File: config.mk
export PLATFORM = sky130hd
export DESIGN_NAME = ett_timer
export DESIGN_NICKNAME = d
export VERILOG_FILES = /design/src/hdl/ett_timer.v
export VERILOG_INCLUDE_DIRS = /design/src /design/src/pkg
export SDC_FILE = /design/constraint.sdc
export NUM_CORES = 1
export LEC_CHECK = 0
export BUFFER_PORTS_ARGS = -buffer_cell sky130_fd_sc_hd__buf_2
export CORE_MARGIN = 5
export CORE_UTILIZATION = 51
export DETAILED_ROUTE_END_ITERATION = 8
export PLACE_DENSITY = 0.82
export SYNTH_ARGS = -nofsm -noshare
export SYNTH_HDL_FRONTEND = slang
export SYNTH_SLANG_ARGS = --single-unit
File: constraint.sdc
create_clock -name aclk -period 3.85 [get_ports aclk]
set_input_delay 0.5775 -clock aclk [delete_from_list [all_inputs] [get_ports aclk]]
set_output_delay 0.5775 -clock aclk [all_outputs]
set_load 0.02 [all_outputs]
File: src/pkg/ett_regs.vh
// register map, field positions, reset values and codes of the 8-bit timer
`ifndef ETT_REGS_VH
`define ETT_REGS_VH
// register indices; byte address is four times the index
`define ETT_IDX_CNT 8'hCA
`define ETT_IDX_CTL 8'hCB
`define ETT_IDX_CCTL0 8'hCC
`define ETT_IDX_CC0 8'hCD
`define ETT_IDX_CCTL1 8'hCE
`define ETT_IDX_CC1 8'hCF
`define ETT_IDX_FLAG 8'hD0
`define ETT_IDX_IEN 8'hD1
// timer_control fields
`define ETT_CTL_DIV_HI 7
`define ETT_CTL_DIV_LO 5
`define ETT_CTL_START 4
`define ETT_CTL_OVERFLOW_IRQ_MASK 3
`define ETT_CTL_CLR 2
`define ETT_CTL_MODE_HI 1
`define ETT_CTL_MODE_LO 0
`define ETT_CTL_RESET 8'h08
// channel_control fields
`define ETT_CCTL_IM 6
`define ETT_CCTL_CMP_HI 5
`define ETT_CCTL_CMP_LO 3
`define ETT_CCTL_EN 2
`define ETT_CCTL_RESET 8'h40
`define ETT_CCTL_MASK 8'h7C
// timer_flag_register bits
`define ETT_FLAG_OVF 0
`define ETT_FLAG_CH0 1
`define ETT_FLAG_CH1 2
// modes
`define ETT_MODE_FREE 2'h0
`define ETT_MODE_DOWN 2'h1
`define ETT_MODE_MOD 2'h2
`define ETT_MODE_UPDN 2'h3
// compare actions
`define ETT_CMP_SET 3'h0
`define ETT_CMP_CLR 3'h1
`define ETT_CMP_TOG 3'h2
`define ETT_CMP_SETUP 3'h3
`define ETT_CMP_CLRUP 3'h4
`define ETT_CMP_SETMAX 3'h5
`define ETT_CMP_CLRZERO 3'h6
// counter limits and bus answers
`define ETT_CNT_ZERO 8'h00
`define ETT_CNT_MAX 8'hFF
`define ETT_RESP_OKAY 2'h0
`define ETT_RESP_DECERR 2'h3
`endif

File: src/hdl/ett_timer.v
// 8-bit timer with two compare channels, flags, interrupt gating and AXI4-Lite registers
// Functional notes
// - modulo mode starts at zero and increments once per prescaled tick
// - modulo mode reloads zero on the tick after the counter equals channel-0 compare
// - modulo mode sets the overflow flag when the channel-0 compare value is reached
// - overflow pends to the cpu only with its mask; request also needs timer enable
// - down mode loads channel-0 compare on start, counts to zero and holds there
// - down mode sets the overflow flag on reaching zero
// - up/down mode counts up to channel-0 compare, then down to zero, repeating
// - up/down mode sets the overflow flag when the counter returns to zero
// - enabled channel drives its pin and compares counter with its compare value while running
// - on a match the pin is set, cleared or toggled per its compare action
// - pin transitions come from flip-flops so they are glitch-free
// - channel-0 compare writes are buffered and applied when the counter is zero
// - channel-1 compare writes take effect at once
// - match sets channel flag; pending needs channel mask; request also needs enable
// - up/down mode sets channel-0 flag at turn-around on zero; channel 1 still on match
// - flags are set by events regardless of mask bits
// - setting a mask while its flag is set raises a new request
// - all timer events share one interrupt vector, numbered by a parameter
// - each channel compare event pulses its own dma trigger
// - counter register reads the live 8-bit count and resets to zero
// - mode field: 00 free, 01 down, 10 modulo, 11 up/down
// - compare action codes 000 to 110 as set, clear, toggle and pwm variants
// - start bit 1 runs the counter, 0 freezes it at its present value
// - prescaler divides the tick by 2 to the power code, effective immediately
`timescale 1ns/10ps
`include "ett_regs.vh"

module ett_timer #(
    parameter IRQ_VECTOR = 11,
    parameter ADDR_W = 12
) (
    input wire aclk,
    input wire aresetn,
    input wire timer_tick,
    input wire [ADDR_W-1:0] s_axi_awaddr,
    input wire s_axi_awvalid,
    output wire s_axi_awready,
    input wire [31:0] s_axi_wdata,
    input wire [3:0] s_axi_wstrb,
    input wire s_axi_wvalid,
    output wire s_axi_wready,
    output reg [1:0] s_axi_bresp,
    output reg s_axi_bvalid,
    input wire s_axi_bready,
    input wire [ADDR_W-1:0] s_axi_araddr,
    input wire s_axi_arvalid,
    output wire s_axi_arready,
    output reg [31:0] s_axi_rdata,
    output reg [1:0] s_axi_rresp,
    output reg s_axi_rvalid,
    input wire s_axi_rready,
    output reg ch0_pin_out,
    output wire ch0_pin_oe,
    output reg ch1_pin_out,
    output wire ch1_pin_oe,
    output wire cpu_timer_pending,
    output wire timer_irq_req,
    output wire [3:0] timer_irq_vector,
    output reg timer_a_ch0_dma_trigger,
    output reg timer_a_ch1_dma_trigger
);

    // registers
    reg [7:0] counter_value_reg;
    reg [7:0] timer_control_reg;
    reg [7:0] channel_control0_reg;
    reg [7:0] channel_control1_reg;
    reg [7:0] compare_value_ch0_reg;
    reg [7:0] cc0_active_reg;
    reg [7:0] compare_value_ch1_reg;
    reg [2:0] timer_flag_reg;
    reg timer_irq_enable_reg;
    reg count_down_reg;
    reg [6:0] prescale_reg;

    // bus state
    reg [ADDR_W-1:0] awaddr_reg;
    reg aw_held_reg;
    reg [31:0] wdata_reg;
    reg wstrb0_reg;
    reg w_held_reg;

    wire [2:0] div_code = timer_control_reg[`ETT_CTL_DIV_HI:`ETT_CTL_DIV_LO];
    wire [1:0] mode = timer_control_reg[`ETT_CTL_MODE_HI:`ETT_CTL_MODE_LO];
    wire start = timer_control_reg[`ETT_CTL_START];
    wire [2:0] cmp0 = channel_control0_reg[`ETT_CCTL_CMP_HI:`ETT_CCTL_CMP_LO];
    wire [2:0] cmp1 = channel_control1_reg[`ETT_CCTL_CMP_HI:`ETT_CCTL_CMP_LO];
    wire en0 = channel_control0_reg[`ETT_CCTL_EN];
    wire en1 = channel_control1_reg[`ETT_CCTL_EN];

    // prescaled active edge: low div bits of the free prescaler all zero; a new
    // divider is used from the next tick, with no wait for a period to end
    wire [6:0] div_mask = 7'h7F >> (3'd7 - div_code);
    wire active_edge = timer_tick && ((prescale_reg & div_mask) == 7'h00);
    wire step = active_edge && start;

    // bus decode
    wire do_write = aw_held_reg && w_held_reg && !s_axi_bvalid;
    wire [ADDR_W-3:0] widx = awaddr_reg[ADDR_W-1:2];
    wire [ADDR_W-3:0] ridx = s_axi_araddr[ADDR_W-1:2];
    wire wr_en = do_write && wstrb0_reg;
    wire wr_ctl = wr_en && (widx == `ETT_IDX_CTL);
    wire wr_cc0 = wr_en && (widx == `ETT_IDX_CC0);
    wire wr_flag = wr_en && (widx == `ETT_IDX_FLAG);
    wire [7:0] wbyte = wdata_reg[7:0];
    wire start_rise = wr_ctl && wbyte[`ETT_CTL_START] && !start;

    // next counter value and the terminal events it produces
    reg [7:0] cnt_next;
    reg dir_next;
    reg ovf_evt;
    reg turn_zero;
    always @*
    begin
        cnt_next = counter_value_reg;
        dir_next = count_down_reg;
        ovf_evt = 1'b0;
        turn_zero = 1'b0;
        if (step)
        begin
            case (mode)
                `ETT_MODE_FREE:
                begin
                    cnt_next = counter_value_reg + 8'h01;
                    ovf_evt = (cnt_next == `ETT_CNT_MAX);
                end
                `ETT_MODE_MOD:
                begin
                    if (counter_value_reg >= cc0_active_reg)
                        cnt_next = `ETT_CNT_ZERO;
                    else
                        cnt_next = counter_value_reg + 8'h01;
                    ovf_evt = (cnt_next == cc0_active_reg);
                end
                `ETT_MODE_DOWN:
                begin
                    if (counter_value_reg != `ETT_CNT_ZERO)
                        cnt_next = counter_value_reg - 8'h01;
                    ovf_evt = (counter_value_reg != `ETT_CNT_ZERO) && (cnt_next == `ETT_CNT_ZERO);
                end
                default:
                begin
                    if (!count_down_reg)
                    begin
                        if (counter_value_reg >= cc0_active_reg)
                        begin
                            dir_next = 1'b1;
                            if (counter_value_reg != `ETT_CNT_ZERO)
                                cnt_next = counter_value_reg - 8'h01;
                        end
                        else
                            cnt_next = counter_value_reg + 8'h01;
                    end
                    else if (counter_value_reg == `ETT_CNT_ZERO)
                    begin
                        dir_next = 1'b0;
                        cnt_next = 8'h01;
                    end
                    else
                        cnt_next = counter_value_reg - 8'h01;
                    turn_zero = count_down_reg && (cnt_next == `ETT_CNT_ZERO);
                    ovf_evt = turn_zero;
                end
            endcase
        end
    end

    // compare events happen when the counter steps onto the compare value
    wire at_zero = step && (cnt_next == `ETT_CNT_ZERO);
    wire at_max = step && (cnt_next == `ETT_CNT_MAX);
    wire match0 = step && en0 && (cnt_next == cc0_active_reg);
    wire match1 = step && en1 && (cnt_next == compare_value_ch1_reg);
    wire updn = (mode == `ETT_MODE_UPDN);
    wire ch0_evt = updn ? turn_zero : match0;

    // pin action; the result is registered so a pin changes once, cleanly
    function pin_next;
        input pin;
        input [2:0] cmp;
        input match;
        input down;
        input zero;
        input maxv;
        begin
            pin_next = pin;
            case (cmp)
                `ETT_CMP_SET: if (match) pin_next = 1'b1;
                `ETT_CMP_CLR: if (match) pin_next = 1'b0;
                `ETT_CMP_TOG: if (match) pin_next = !pin;
                `ETT_CMP_SETUP:
                begin
                    if (match) pin_next = !down;
                    else if (zero) pin_next = 1'b0;
                end
                `ETT_CMP_CLRUP:
                begin
                    if (match) pin_next = down;
                    else if (zero) pin_next = 1'b1;
                end
                `ETT_CMP_SETMAX:
                begin
                    if (match) pin_next = 1'b1;
                    else if (maxv) pin_next = 1'b0;
                end
                `ETT_CMP_CLRZERO:
                begin
                    if (match) pin_next = 1'b0;
                    else if (zero) pin_next = 1'b1;
                end
                default: pin_next = pin;
            endcase
        end
    endfunction

    // direction in force once the step lands, so compare-down is seen at the top
    wire down_now = updn && dir_next;
    wire run0 = step && en0;
    wire run1 = step && en1;

    // counter, direction and prescaler
    always @(posedge aclk)
    begin
        if (!aresetn)
        begin
            counter_value_reg <= `ETT_CNT_ZERO;
            count_down_reg <= 1'b0;
            prescale_reg <= 7'h00;
        end
        else
        begin
            if (timer_tick)
                prescale_reg <= prescale_reg + 7'h01;
            if (wr_ctl && wbyte[`ETT_CTL_CLR])
            begin
                counter_value_reg <= `ETT_CNT_ZERO;
                count_down_reg <= 1'b0;
            end
            else if (start_rise && (wbyte[`ETT_CTL_MODE_HI:`ETT_CTL_MODE_LO] == `ETT_MODE_DOWN))
                counter_value_reg <= cc0_active_reg;
            else
            begin
                counter_value_reg <= cnt_next;
                count_down_reg <= updn ? dir_next : 1'b0;
            end
        end
    end

    // channel pins, dma pulses and channel-0 compare buffer
    always @(posedge aclk)
    begin
        if (!aresetn)
        begin
            ch0_pin_out <= 1'b0;
            ch1_pin_out <= 1'b0;
            timer_a_ch0_dma_trigger <= 1'b0;
            timer_a_ch1_dma_trigger <= 1'b0;
            cc0_active_reg <= `ETT_CNT_ZERO;
        end
        else
        begin
            if (run0)
                ch0_pin_out <= pin_next(ch0_pin_out, cmp0, match0, down_now, at_zero, at_max);
            if (run1)
                ch1_pin_out <= pin_next(ch1_pin_out, cmp1, match1, down_now, at_zero, at_max);
            timer_a_ch0_dma_trigger <= match0;
            timer_a_ch1_dma_trigger <= match1;
            if (counter_value_reg == `ETT_CNT_ZERO)
                cc0_active_reg <= compare_value_ch0_reg;
        end
    end

    // pins are driven only while the channel compare output is enabled
    assign ch0_pin_oe = en0;
    assign ch1_pin_oe = en1;

    // software registers and sticky flags; a write of 0 clears a flag, but an
    // event in the same cycle wins so it is never lost
    wire [2:0] flag_evt = {match1, ch0_evt, ovf_evt};
    wire [2:0] flag_keep = wr_flag ? (timer_flag_reg & wbyte[2:0]) : timer_flag_reg;
    always @(posedge aclk)
    begin
        if (!aresetn)
        begin
            timer_control_reg <= `ETT_CTL_RESET;
            channel_control0_reg <= `ETT_CCTL_RESET;
            channel_control1_reg <= `ETT_CCTL_RESET;
            compare_value_ch0_reg <= `ETT_CNT_ZERO;
            compare_value_ch1_reg <= `ETT_CNT_ZERO;
            timer_flag_reg <= 3'h0;
            timer_irq_enable_reg <= 1'b0;
        end
        else
        begin
            timer_flag_reg <= flag_keep | flag_evt;
            if (wr_ctl)
                timer_control_reg <= wbyte & ~(8'h01 << `ETT_CTL_CLR); // clear bit reads 0
            if (wr_en && (widx == `ETT_IDX_CCTL0))
                channel_control0_reg <= wbyte & `ETT_CCTL_MASK;
            if (wr_en && (widx == `ETT_IDX_CCTL1))
                channel_control1_reg <= wbyte & `ETT_CCTL_MASK;
            if (wr_cc0)
                compare_value_ch0_reg <= wbyte;
            if (wr_en && (widx == `ETT_IDX_CC1))
                compare_value_ch1_reg <= wbyte;
            if (wr_en && (widx == `ETT_IDX_IEN))
                timer_irq_enable_reg <= wbyte[0];
        end
    end

    // interrupt gating is level based, so unmasking a set flag requests anew
    assign cpu_timer_pending =
        (timer_flag_reg[`ETT_FLAG_OVF] && timer_control_reg[`ETT_CTL_OVERFLOW_IRQ_MASK]) ||
        (timer_flag_reg[`ETT_FLAG_CH0] && channel_control0_reg[`ETT_CCTL_IM]) ||
        (timer_flag_reg[`ETT_FLAG_CH1] && channel_control1_reg[`ETT_CCTL_IM]);
    assign timer_irq_req = cpu_timer_pending && timer_irq_enable_reg;
    assign timer_irq_vector = IRQ_VECTOR[3:0];

    // write channel: address and data accepted in either order, one write at a time
    assign s_axi_awready = !aw_held_reg;
    assign s_axi_wready = !w_held_reg;
    wire wmapped = (widx >= `ETT_IDX_CNT) && (widx <= `ETT_IDX_IEN);
    always @(posedge aclk)
    begin
        if (!aresetn)
        begin
            aw_held_reg <= 1'b0;
            w_held_reg <= 1'b0;
            awaddr_reg <= {ADDR_W{1'b0}};
            wdata_reg <= 32'h00000000;
            wstrb0_reg <= 1'b0;
            s_axi_bvalid <= 1'b0;
            s_axi_bresp <= `ETT_RESP_OKAY;
        end
        else
        begin
            if (s_axi_awvalid && !aw_held_reg)
            begin
                aw_held_reg <= 1'b1;
                awaddr_reg <= s_axi_awaddr;
            end
            if (s_axi_wvalid && !w_held_reg)
            begin
                w_held_reg <= 1'b1;
                wdata_reg <= s_axi_wdata;
                wstrb0_reg <= s_axi_wstrb[0];
            end
            if (do_write)
            begin
                s_axi_bvalid <= 1'b1;
                s_axi_bresp <= wmapped ? `ETT_RESP_OKAY : `ETT_RESP_DECERR;
            end
            else if (s_axi_bvalid && s_axi_bready)
            begin
                s_axi_bvalid <= 1'b0;
                aw_held_reg <= 1'b0;
                w_held_reg <= 1'b0;
            end
        end
    end

    // read channel; unmapped addresses read zero with a decode error
    assign s_axi_arready = !s_axi_rvalid;
    always @(posedge aclk)
    begin
        if (!aresetn)
        begin
            s_axi_rvalid <= 1'b0;
            s_axi_rdata <= 32'h00000000;
            s_axi_rresp <= `ETT_RESP_OKAY;
        end
        else if (s_axi_arvalid && !s_axi_rvalid)
        begin
            s_axi_rvalid <= 1'b1;
            s_axi_rresp <= `ETT_RESP_OKAY;
            if (ridx == `ETT_IDX_CNT)
                s_axi_rdata <= {24'h000000, counter_value_reg};
            else if (ridx == `ETT_IDX_CTL)
                s_axi_rdata <= {24'h000000, timer_control_reg};
            else if (ridx == `ETT_IDX_CCTL0)
                s_axi_rdata <= {24'h000000, channel_control0_reg};
            else if (ridx == `ETT_IDX_CC0)
                s_axi_rdata <= {24'h000000, compare_value_ch0_reg};
            else if (ridx == `ETT_IDX_CCTL1)
                s_axi_rdata <= {24'h000000, channel_control1_reg};
            else if (ridx == `ETT_IDX_CC1)
                s_axi_rdata <= {24'h000000, compare_value_ch1_reg};
            else if (ridx == `ETT_IDX_FLAG)
                s_axi_rdata <= {29'h00000000, timer_flag_reg};
            else if (ridx == `ETT_IDX_IEN)
                s_axi_rdata <= {31'h00000000, timer_irq_enable_reg};
            else
            begin
                s_axi_rdata <= 32'h00000000;
                s_axi_rresp <= `ETT_RESP_DECERR;
            end
        end
        else if (s_axi_rvalid && s_axi_rready)
            s_axi_rvalid <= 1'b0;
    end

endmodule

Word level (Yosys, flattened, before mapping)
Cells that the tools add are included.
{"block": "word_totals", "reg_bits": 126, "inputBits": 68, "out_inout_bits": 53, "word_cells": 218}
{"block": "op_classes", "n_addsub": 4, "magnitude_cmp": 3, "eq_ne": 46, "n_shift": 1, "muxes": 73, "n_bitwise": 4, "reduce_logical": 62}
{"operator": "two-way mux 8 bit", "count": 19}
{"operator": "equality test 10 x 8 -> 1 bit, second input constant", "count": 15}
{"operator": "two-way mux 1 bit", "count": 39}
{"operator": "logical AND 1 bit", "count": 35}
{"operator": "zero test 8 bit", "count": 4}
{"operator": "equality test 8 bit", "count": 3}
{"operator": "case mux 8 bit (3 select lines)", "count": 1}
{"operator": "equality test 3 bit, second input constant", "count": 6}
{"operator": "two-way mux 2 bit", "count": 9}
{"operator": "equality test 8 bit, second input constant", "count": 2}
{"operator": "case mux 1 bit (7 select lines)", "count": 2}
{"operator": "AND reduction 7 bit", "count": 2}
{"operator": "nonzero test 7 bit", "count": 2}
{"operator": "equality test 3 x 2 -> 1 bit, second input constant", "count": 4}
{"operator": "inequality test 2 bit, second input constant", "count": 6}
{"operator": "inequality test 3 bit, second input constant", "count": 4}
{"operator": ">= comparator 10 x 8 -> 1 bit, second input constant", "count": 1}
{"operator": "<= comparator 10 x 8 -> 1 bit, second input constant", "count": 1}
{"operator": "adder 8 x 1 -> 8 bit, second input constant", "count": 1}
{"operator": ">= comparator 8 bit", "count": 1}
{"operator": "zero test 1 bit", "count": 8}
{"operator": "nonzero test 8 bit", "count": 1}
{"operator": "subtractor 8 x 1 -> 8 bit, second input constant", "count": 1}
{"operator": "adder 7 x 1 -> 7 bit, second input constant", "count": 1}
{"operator": "18 further kinds", "count": 25}

Depth between registers and ports, before layout
{"block": "depth", "depth_word": 14, "ltp_mapped": 17, "ltp_nobuf": 15}

Least setup slack after synthesis
Ideal clock, no wire load.
{"block": "synth_path", "path_type": "reg-to-reg", "startpoint": "register counter_value_reg[0]", "endpoint": "register ch0_pin_out", "setup_time_ns": 0.091, "arrival_time_ns": 4.107, "t_required_ns": 3.759, "path_slack_ns": -0.348, "stages_incl_launch_ff": 18, "path_buffers": 2, "synth_period_minus_slack_ns": 4.198, "path_cell_list": "dfxtp_1 -> clkbuf_1 -> inv_1 -> ha_1 -> or3b_2 -> nor2_1 -> clkbuf_1 -> clkinv_1 -> ha_1 -> nor2_1 -> o21ai_0 -> a21oi_1 -> o2111ai_1 -> or4b_4 -> o31a_1 -> o21ai_2 -> a21oi_1 -> a311oi_1"}
{"block": "synth_via", "elab_chain_cells": 13, "elab_cells_between_ends": 43, "cone_classes": "add/sub: 2; order compare: 1; eq/ne: 7; mux: 24; reduce/logical: 9"}
{"item": "from (decl)", "line_no": "ett_timer.v:66", "source": "reg [7:0] counter_value_reg;"}
{"item": "from (signal assigned)", "line_no": "ett_timer.v:227", "source": "counter_value_reg <= `ETT_CNT_ZERO;"}
{"item": "from (signal assigned)", "line_no": "ett_timer.v:237", "source": "counter_value_reg <= `ETT_CNT_ZERO;"}
{"item": "from (signal assigned)", "line_no": "ett_timer.v:241", "source": "counter_value_reg <= cc0_active_reg;"}
{"item": "subtractor 8 x 1 -> 8 bit / nonzero test 8 bit (equally long branches)"}
{"item": "two-way mux 8 bit", "line_no": "ett_timer.v:139, ett_timer.v:150"}
{"item": "two-way mux 8 bit", "line_no": "ett_timer.v:147", "source": "if (counter_value_reg >= cc0_active_reg)"}
{"item": "two-way mux 8 bit", "line_no": "ett_timer.v:145", "source": "if (!count_down_reg)"}
{"item": "two-way mux 8 bit", "line_no": "ett_timer.v:123", "source": "case (mode)"}
{"item": "two-way mux 8 bit", "line_no": "ett_timer.v:121", "source": "if (step)"}
{"item": "case mux 8 bit (3 select lines)", "line_no": "ett_timer.v:123"}
{"item": "two-way mux 8 bit", "line_no": "ett_timer.v:121"}
{"item": "zero test 8 bit (no source line)"}
{"item": "logical AND 1 bit", "line_no": "ett_timer.v:171", "source": "wire at_zero = step && (cnt_next == `ETT_CNT_ZERO);"}
{"item": "two-way mux 1 bit"}
{"item": "two-way mux 1 bit (on tied branches)", "line_no": "ett_timer.v:209, ett_timer.v:199"}
{"item": "case mux 1 bit (7 select lines)", "line_no": "ett_timer.v:188", "source": "case (cmp)"}
{"item": "to (signal assigned)", "line_no": "ett_timer.v:264", "source": "ch0_pin_out <= pin_next(ch0_pin_out, cmp0, match0, down_now, at_zero, at_max);"}
{"item": "to (decl)", "line_no": "ett_timer.v:54", "source": "output reg ch0_pin_out,"}
Several ways; a longest one is shown, not always the timed one. The select of a mux whose other input is x is not followed.
A chain may end at the register's enable or synchronous reset.

Worst setup path in the final report
{"block": "layout_path", "startpoint": "register counter_value_reg[6]", "endpoint": "register ch0_pin_out"}
The elaborated chain is that of the path after synthesis.

==> impl_metrics.json <==
{
  "area_growth_pct": 13.6,
  "final.fill_count": 1136,
  "timing.hold.worst.class": "primary input to register",
  "cts_hold_buf": 0,
  "avgSynthCellArea_sq_um": 7.76,
  "standard_cell_area_after_detailed_placement_sq_mm": 0.00706,
  "max_ffs_per_register": 10,
  "grt_pass1_vias": 6052,
  "cp_max_fo": 8,
  "num_antenna_cells": 0,
  "detail_route.wl_per_cell_um": 18.4,
  "critical_path_cell_by_cell": "ha_1 -> o21ai_1 -> o21bai_4 -> or4_1 -> a211oi_1 -> a211o_1 -> buf_4 -> o21ai_2 -> a2111oi_4 -> a311oi_1 -> o21ai_2 -> a21oi_1 -> a311oi_1",
  "core_area_sq_mm": 0.0126,
  "synth.yosys.seq_area_share_pct": 30.1,
  "yosysWarnings": 0,
  "synth.most_common_cell": "nand2_1",
  "h-tree-depth": 3,
  "netlist-cell-type-count": 84,
  "skew_ns": 0.00951,
  "post-cts-setup-buffers": 0,
  "drt-initial-drc-count": 843,
  "worstSkewPairLatency_ns": 0.35,
  "critical_path.startpoint": "counter_value_reg[6]$_SDFF_PP0_",
  "cts_tree": "done",
  "crit_share_post_route_pct": 96.5,
  "final_design_area_no_fill_sq_mm": 0.00741,
  "setup.reg_to_reg.worst_slack_ns": 0.13,
  "max_slew.worst_pin.slew_ns": 1.04,
  "report.final.slew_viol_count": 0,
  "synth_seq_cells": 98,
  "die_x_um": 123,
  "die_height_um": 123,
  "place.port_buffers": 61,
  "worst_ep_required_time_ns": 4.11,
  "yosys.area.top_type_share_pct": 30.1,
  "fraction_of_final_layout_cells_with_drive_strength_greater_than_1_pct": 18.3,
  "num-nets-final": 989,
  "wl_um": 19900,
  "grt_pass1_wl_um": 31200,
  "synth_top_area_cell": "dfxtp_1",
  "outcome": "finished, final reports clean",
  "fp.dieArea_sq_mm": 0.0151,
  "clkTransAtPathRegs_ns": 0.07,
  "detail-route-antenna-nets": 0,
  "cts.root.buffer_cell": "clkbuf_16",
  "power.leakage_nw": 3.01,
  "cp-endpoint": "ch0_pin_out$_SDFFE_PN0P_",
  "antenna_found_initial": 0,
  "ios": 121,
  "power_per_cell_area_mw_per_mm2": 285,
  "clk_path_buf_depth": 2,
  "cts_num_sinks": 98,
  "rr_startpoint": "counter_value_reg[6]$_SDFF_PP0_",
  "async_flop_share_pct": 0,
  "overflow": 0,
  "grt_max_degree": 47,
  "starting_density_of_the_core_pct": 51.9,
  "critical-path-slowest-cell": "or4_1",
  "drcViolationCount": 0,
  "synth.top_cells.by_count": "nand2_1 (104), dfxtp_1 (98), nor2_1 (94)",
  "synth_top_flop_cell": "dfxtp_1",
  "synth_cells": 840,
  "setup_viol": 0,
  "fmax_ghz": 0.269,
  "cts-buffers-inserted": 9,
  "row_count": 41,
  "cp_slowest_stage_delay_ns": 0.59,
  "setup.worst_path.class": "register to register",
  "final_number_of_hold_violating_endpoints": 0,
  "detailroute.via_count": 6669,
  "post_synth_main_area_contributors": "dfxtp_1 (30%), mux2i_1 (6.3%), nand2_1 (6.0%), a21oi_1 (5.5%), nor2_1 (5.4%)",
  "routabilityCongestion": 0.997,
  "synth_edf_count": 0,
  "globalRouteTotalUtil_pct": 26.4,
  "endpoint_kind": "register",
  "slew_headroom_pct": 30.7,
  "layout_min_cycle_time_ns": 3.72,
  "r2r_cells": 13,
  "timing.critical_path.from_type": "register",
  "firstDrtPassIters": 5,
  "viasPerCell": 6.15,
  "timing.max_cap.violations": 0,
  "holdWs_ns": 0.406,
  "power.ir.vdd_worst_v": 0.000323,
  "critical_path.reg2reg.endpoint": "ch0_pin_out$_SDFFE_PN0P_",
  "dp_hpwl_um": 15200,
  "area_of_the_mapped_netlist_sq_mm": 0.00652,
  "arrival_ns": 3.97
}
layout by cell type, fill, tap and decap left out, types with 14 or more instances in the layout:
cell type and n:
buf_2 61, a21oi_1 72, nor3_1 23, nand2_1 104
conb_1 28, nor2_1 94, nor4_1 14, o21ai_0 24
a31oi_1 16, inv_1 24, dfxtp_1 98, a211oi_1 14
nand4_1 14, nand3_1 20, mux2i_1 41, buf_4 45
final cells by class:
cell class                      instances  area, sq um  share of cell area [%]
Clock inverter                          6         61.3                   0.828
Inverter                               27          103                    1.39
Sequential cell                        98         1960                    26.5
Tap cell                              172          215                    2.91
Clock buffer                           10          239                    3.23
Multi-Input combinational cell        666         4180                    56.5
Timing Repair Buffer                  106          643                    8.68
routing by layer:
| layer | up-vias | track usage (%) | share of wire, % |
|---|---|---|---|
| met3 | 92 | 6.27 | 11 |
| met5 | - | 0 | 0 |
| met1 | 3028 | 35.1 | 40 |
| met4 | 0 | 13.6 | 5.1 |
| li1 | 3143 | - | - |
| met2 | 406 | 39.9 | 44 |
through the flow:
stage | cells | total power, W | worst slack, ns | TNS [ns] | utilization, %
final | 1085 | 0.00211 | 0.133 | 0 | 58.9
after global routing | 1085 | 0.00218 | -0.0196 | -0.0354 | 58.9
after CTS | 1085 | 0.00212 | 0.0765 | 0 | 58.6
after detailed placement | 1069 | 0.00124 | 0.0946 | 0 | 56.2
after global placement | 1069 | 0.00123 | 0.181 | 0 | 56.2
after floorplan | 866 | 0.00121 | 0.0141 | 0 | -
worst max-delay path: cells and delay by family, from the launching register on:
family                     cells  cell delay [ns]
AOI/OAI and AO/OA             10             2.11
and+or+nand+nor                1             0.59
DFF                            1             0.50
adders and majority gates      1             0.30
buffers and inverters          1             0.13
logic make-up after synthesis:
| family | after synthesis | synth area share, % |
|---|---|---|
| other | 2 | 0.115 |
| AO/OA/AOI/OAI | 217 | 22.5 |
| multiplexers | 51 | 8.71 |
| AND/OR/NAND/NOR | 335 | 25.1 |
| buffers and inverters | 102 | 7.89 |
| XOR/XNOR | 22 | 3.07 |
| adder cells (fa/ha/maj) | 13 | 2.49 |
| flip-flops | 98 | 30.1 |
power breakdown:
part | internal, W | leakage, nW | switching, W
logic | 0.0000484 | 2.07 | 0.000104
registers | 0.00104 | 0.795 | 0.0000251
clock network | 0.000470 | 0.144 | 0.000430
total | 0.00155 | 3.01 | 0.000560
how the worst min path moves through the flow:
| stage | start | endpoint | slack, ns | depth (start not counted) |
|---|---|---|---|---|
| floorplan | awaddr_reg[7]$_SDFFE_PN0P_ | awaddr_reg[7]$_SDFFE_PN0P_ | 0.44 | 2 |
| global placement | s_axi_rdata[1]$_SDFFE_PN0P_ | s_axi_rdata[1]$_SDFFE_PN0P_ | 0.44 | 2 |
| detailed placement | s_axi_rdata[1]$_SDFFE_PN0P_ | s_axi_rdata[1]$_SDFFE_PN0P_ | 0.45 | 2 |
| CTS | s_axi_rready | s_axi_rvalid$_SDFFE_PN0P_ | 0.40 | 2 |
| global route | s_axi_rready | s_axi_rvalid$_SDFFE_PN0P_ | 0.41 | 2 |
| finish | s_axi_rready | s_axi_rvalid$_SDFFE_PN0P_ | 0.41 | 2 |
timing repair:
action | CTS | global route
endpoints found under the hold margin | 0 | 0
endpoints found under the setup margin | 0 | 3
resized for setup | 0 | 9
Note: power is estimated with default switching activity, not from simulation.
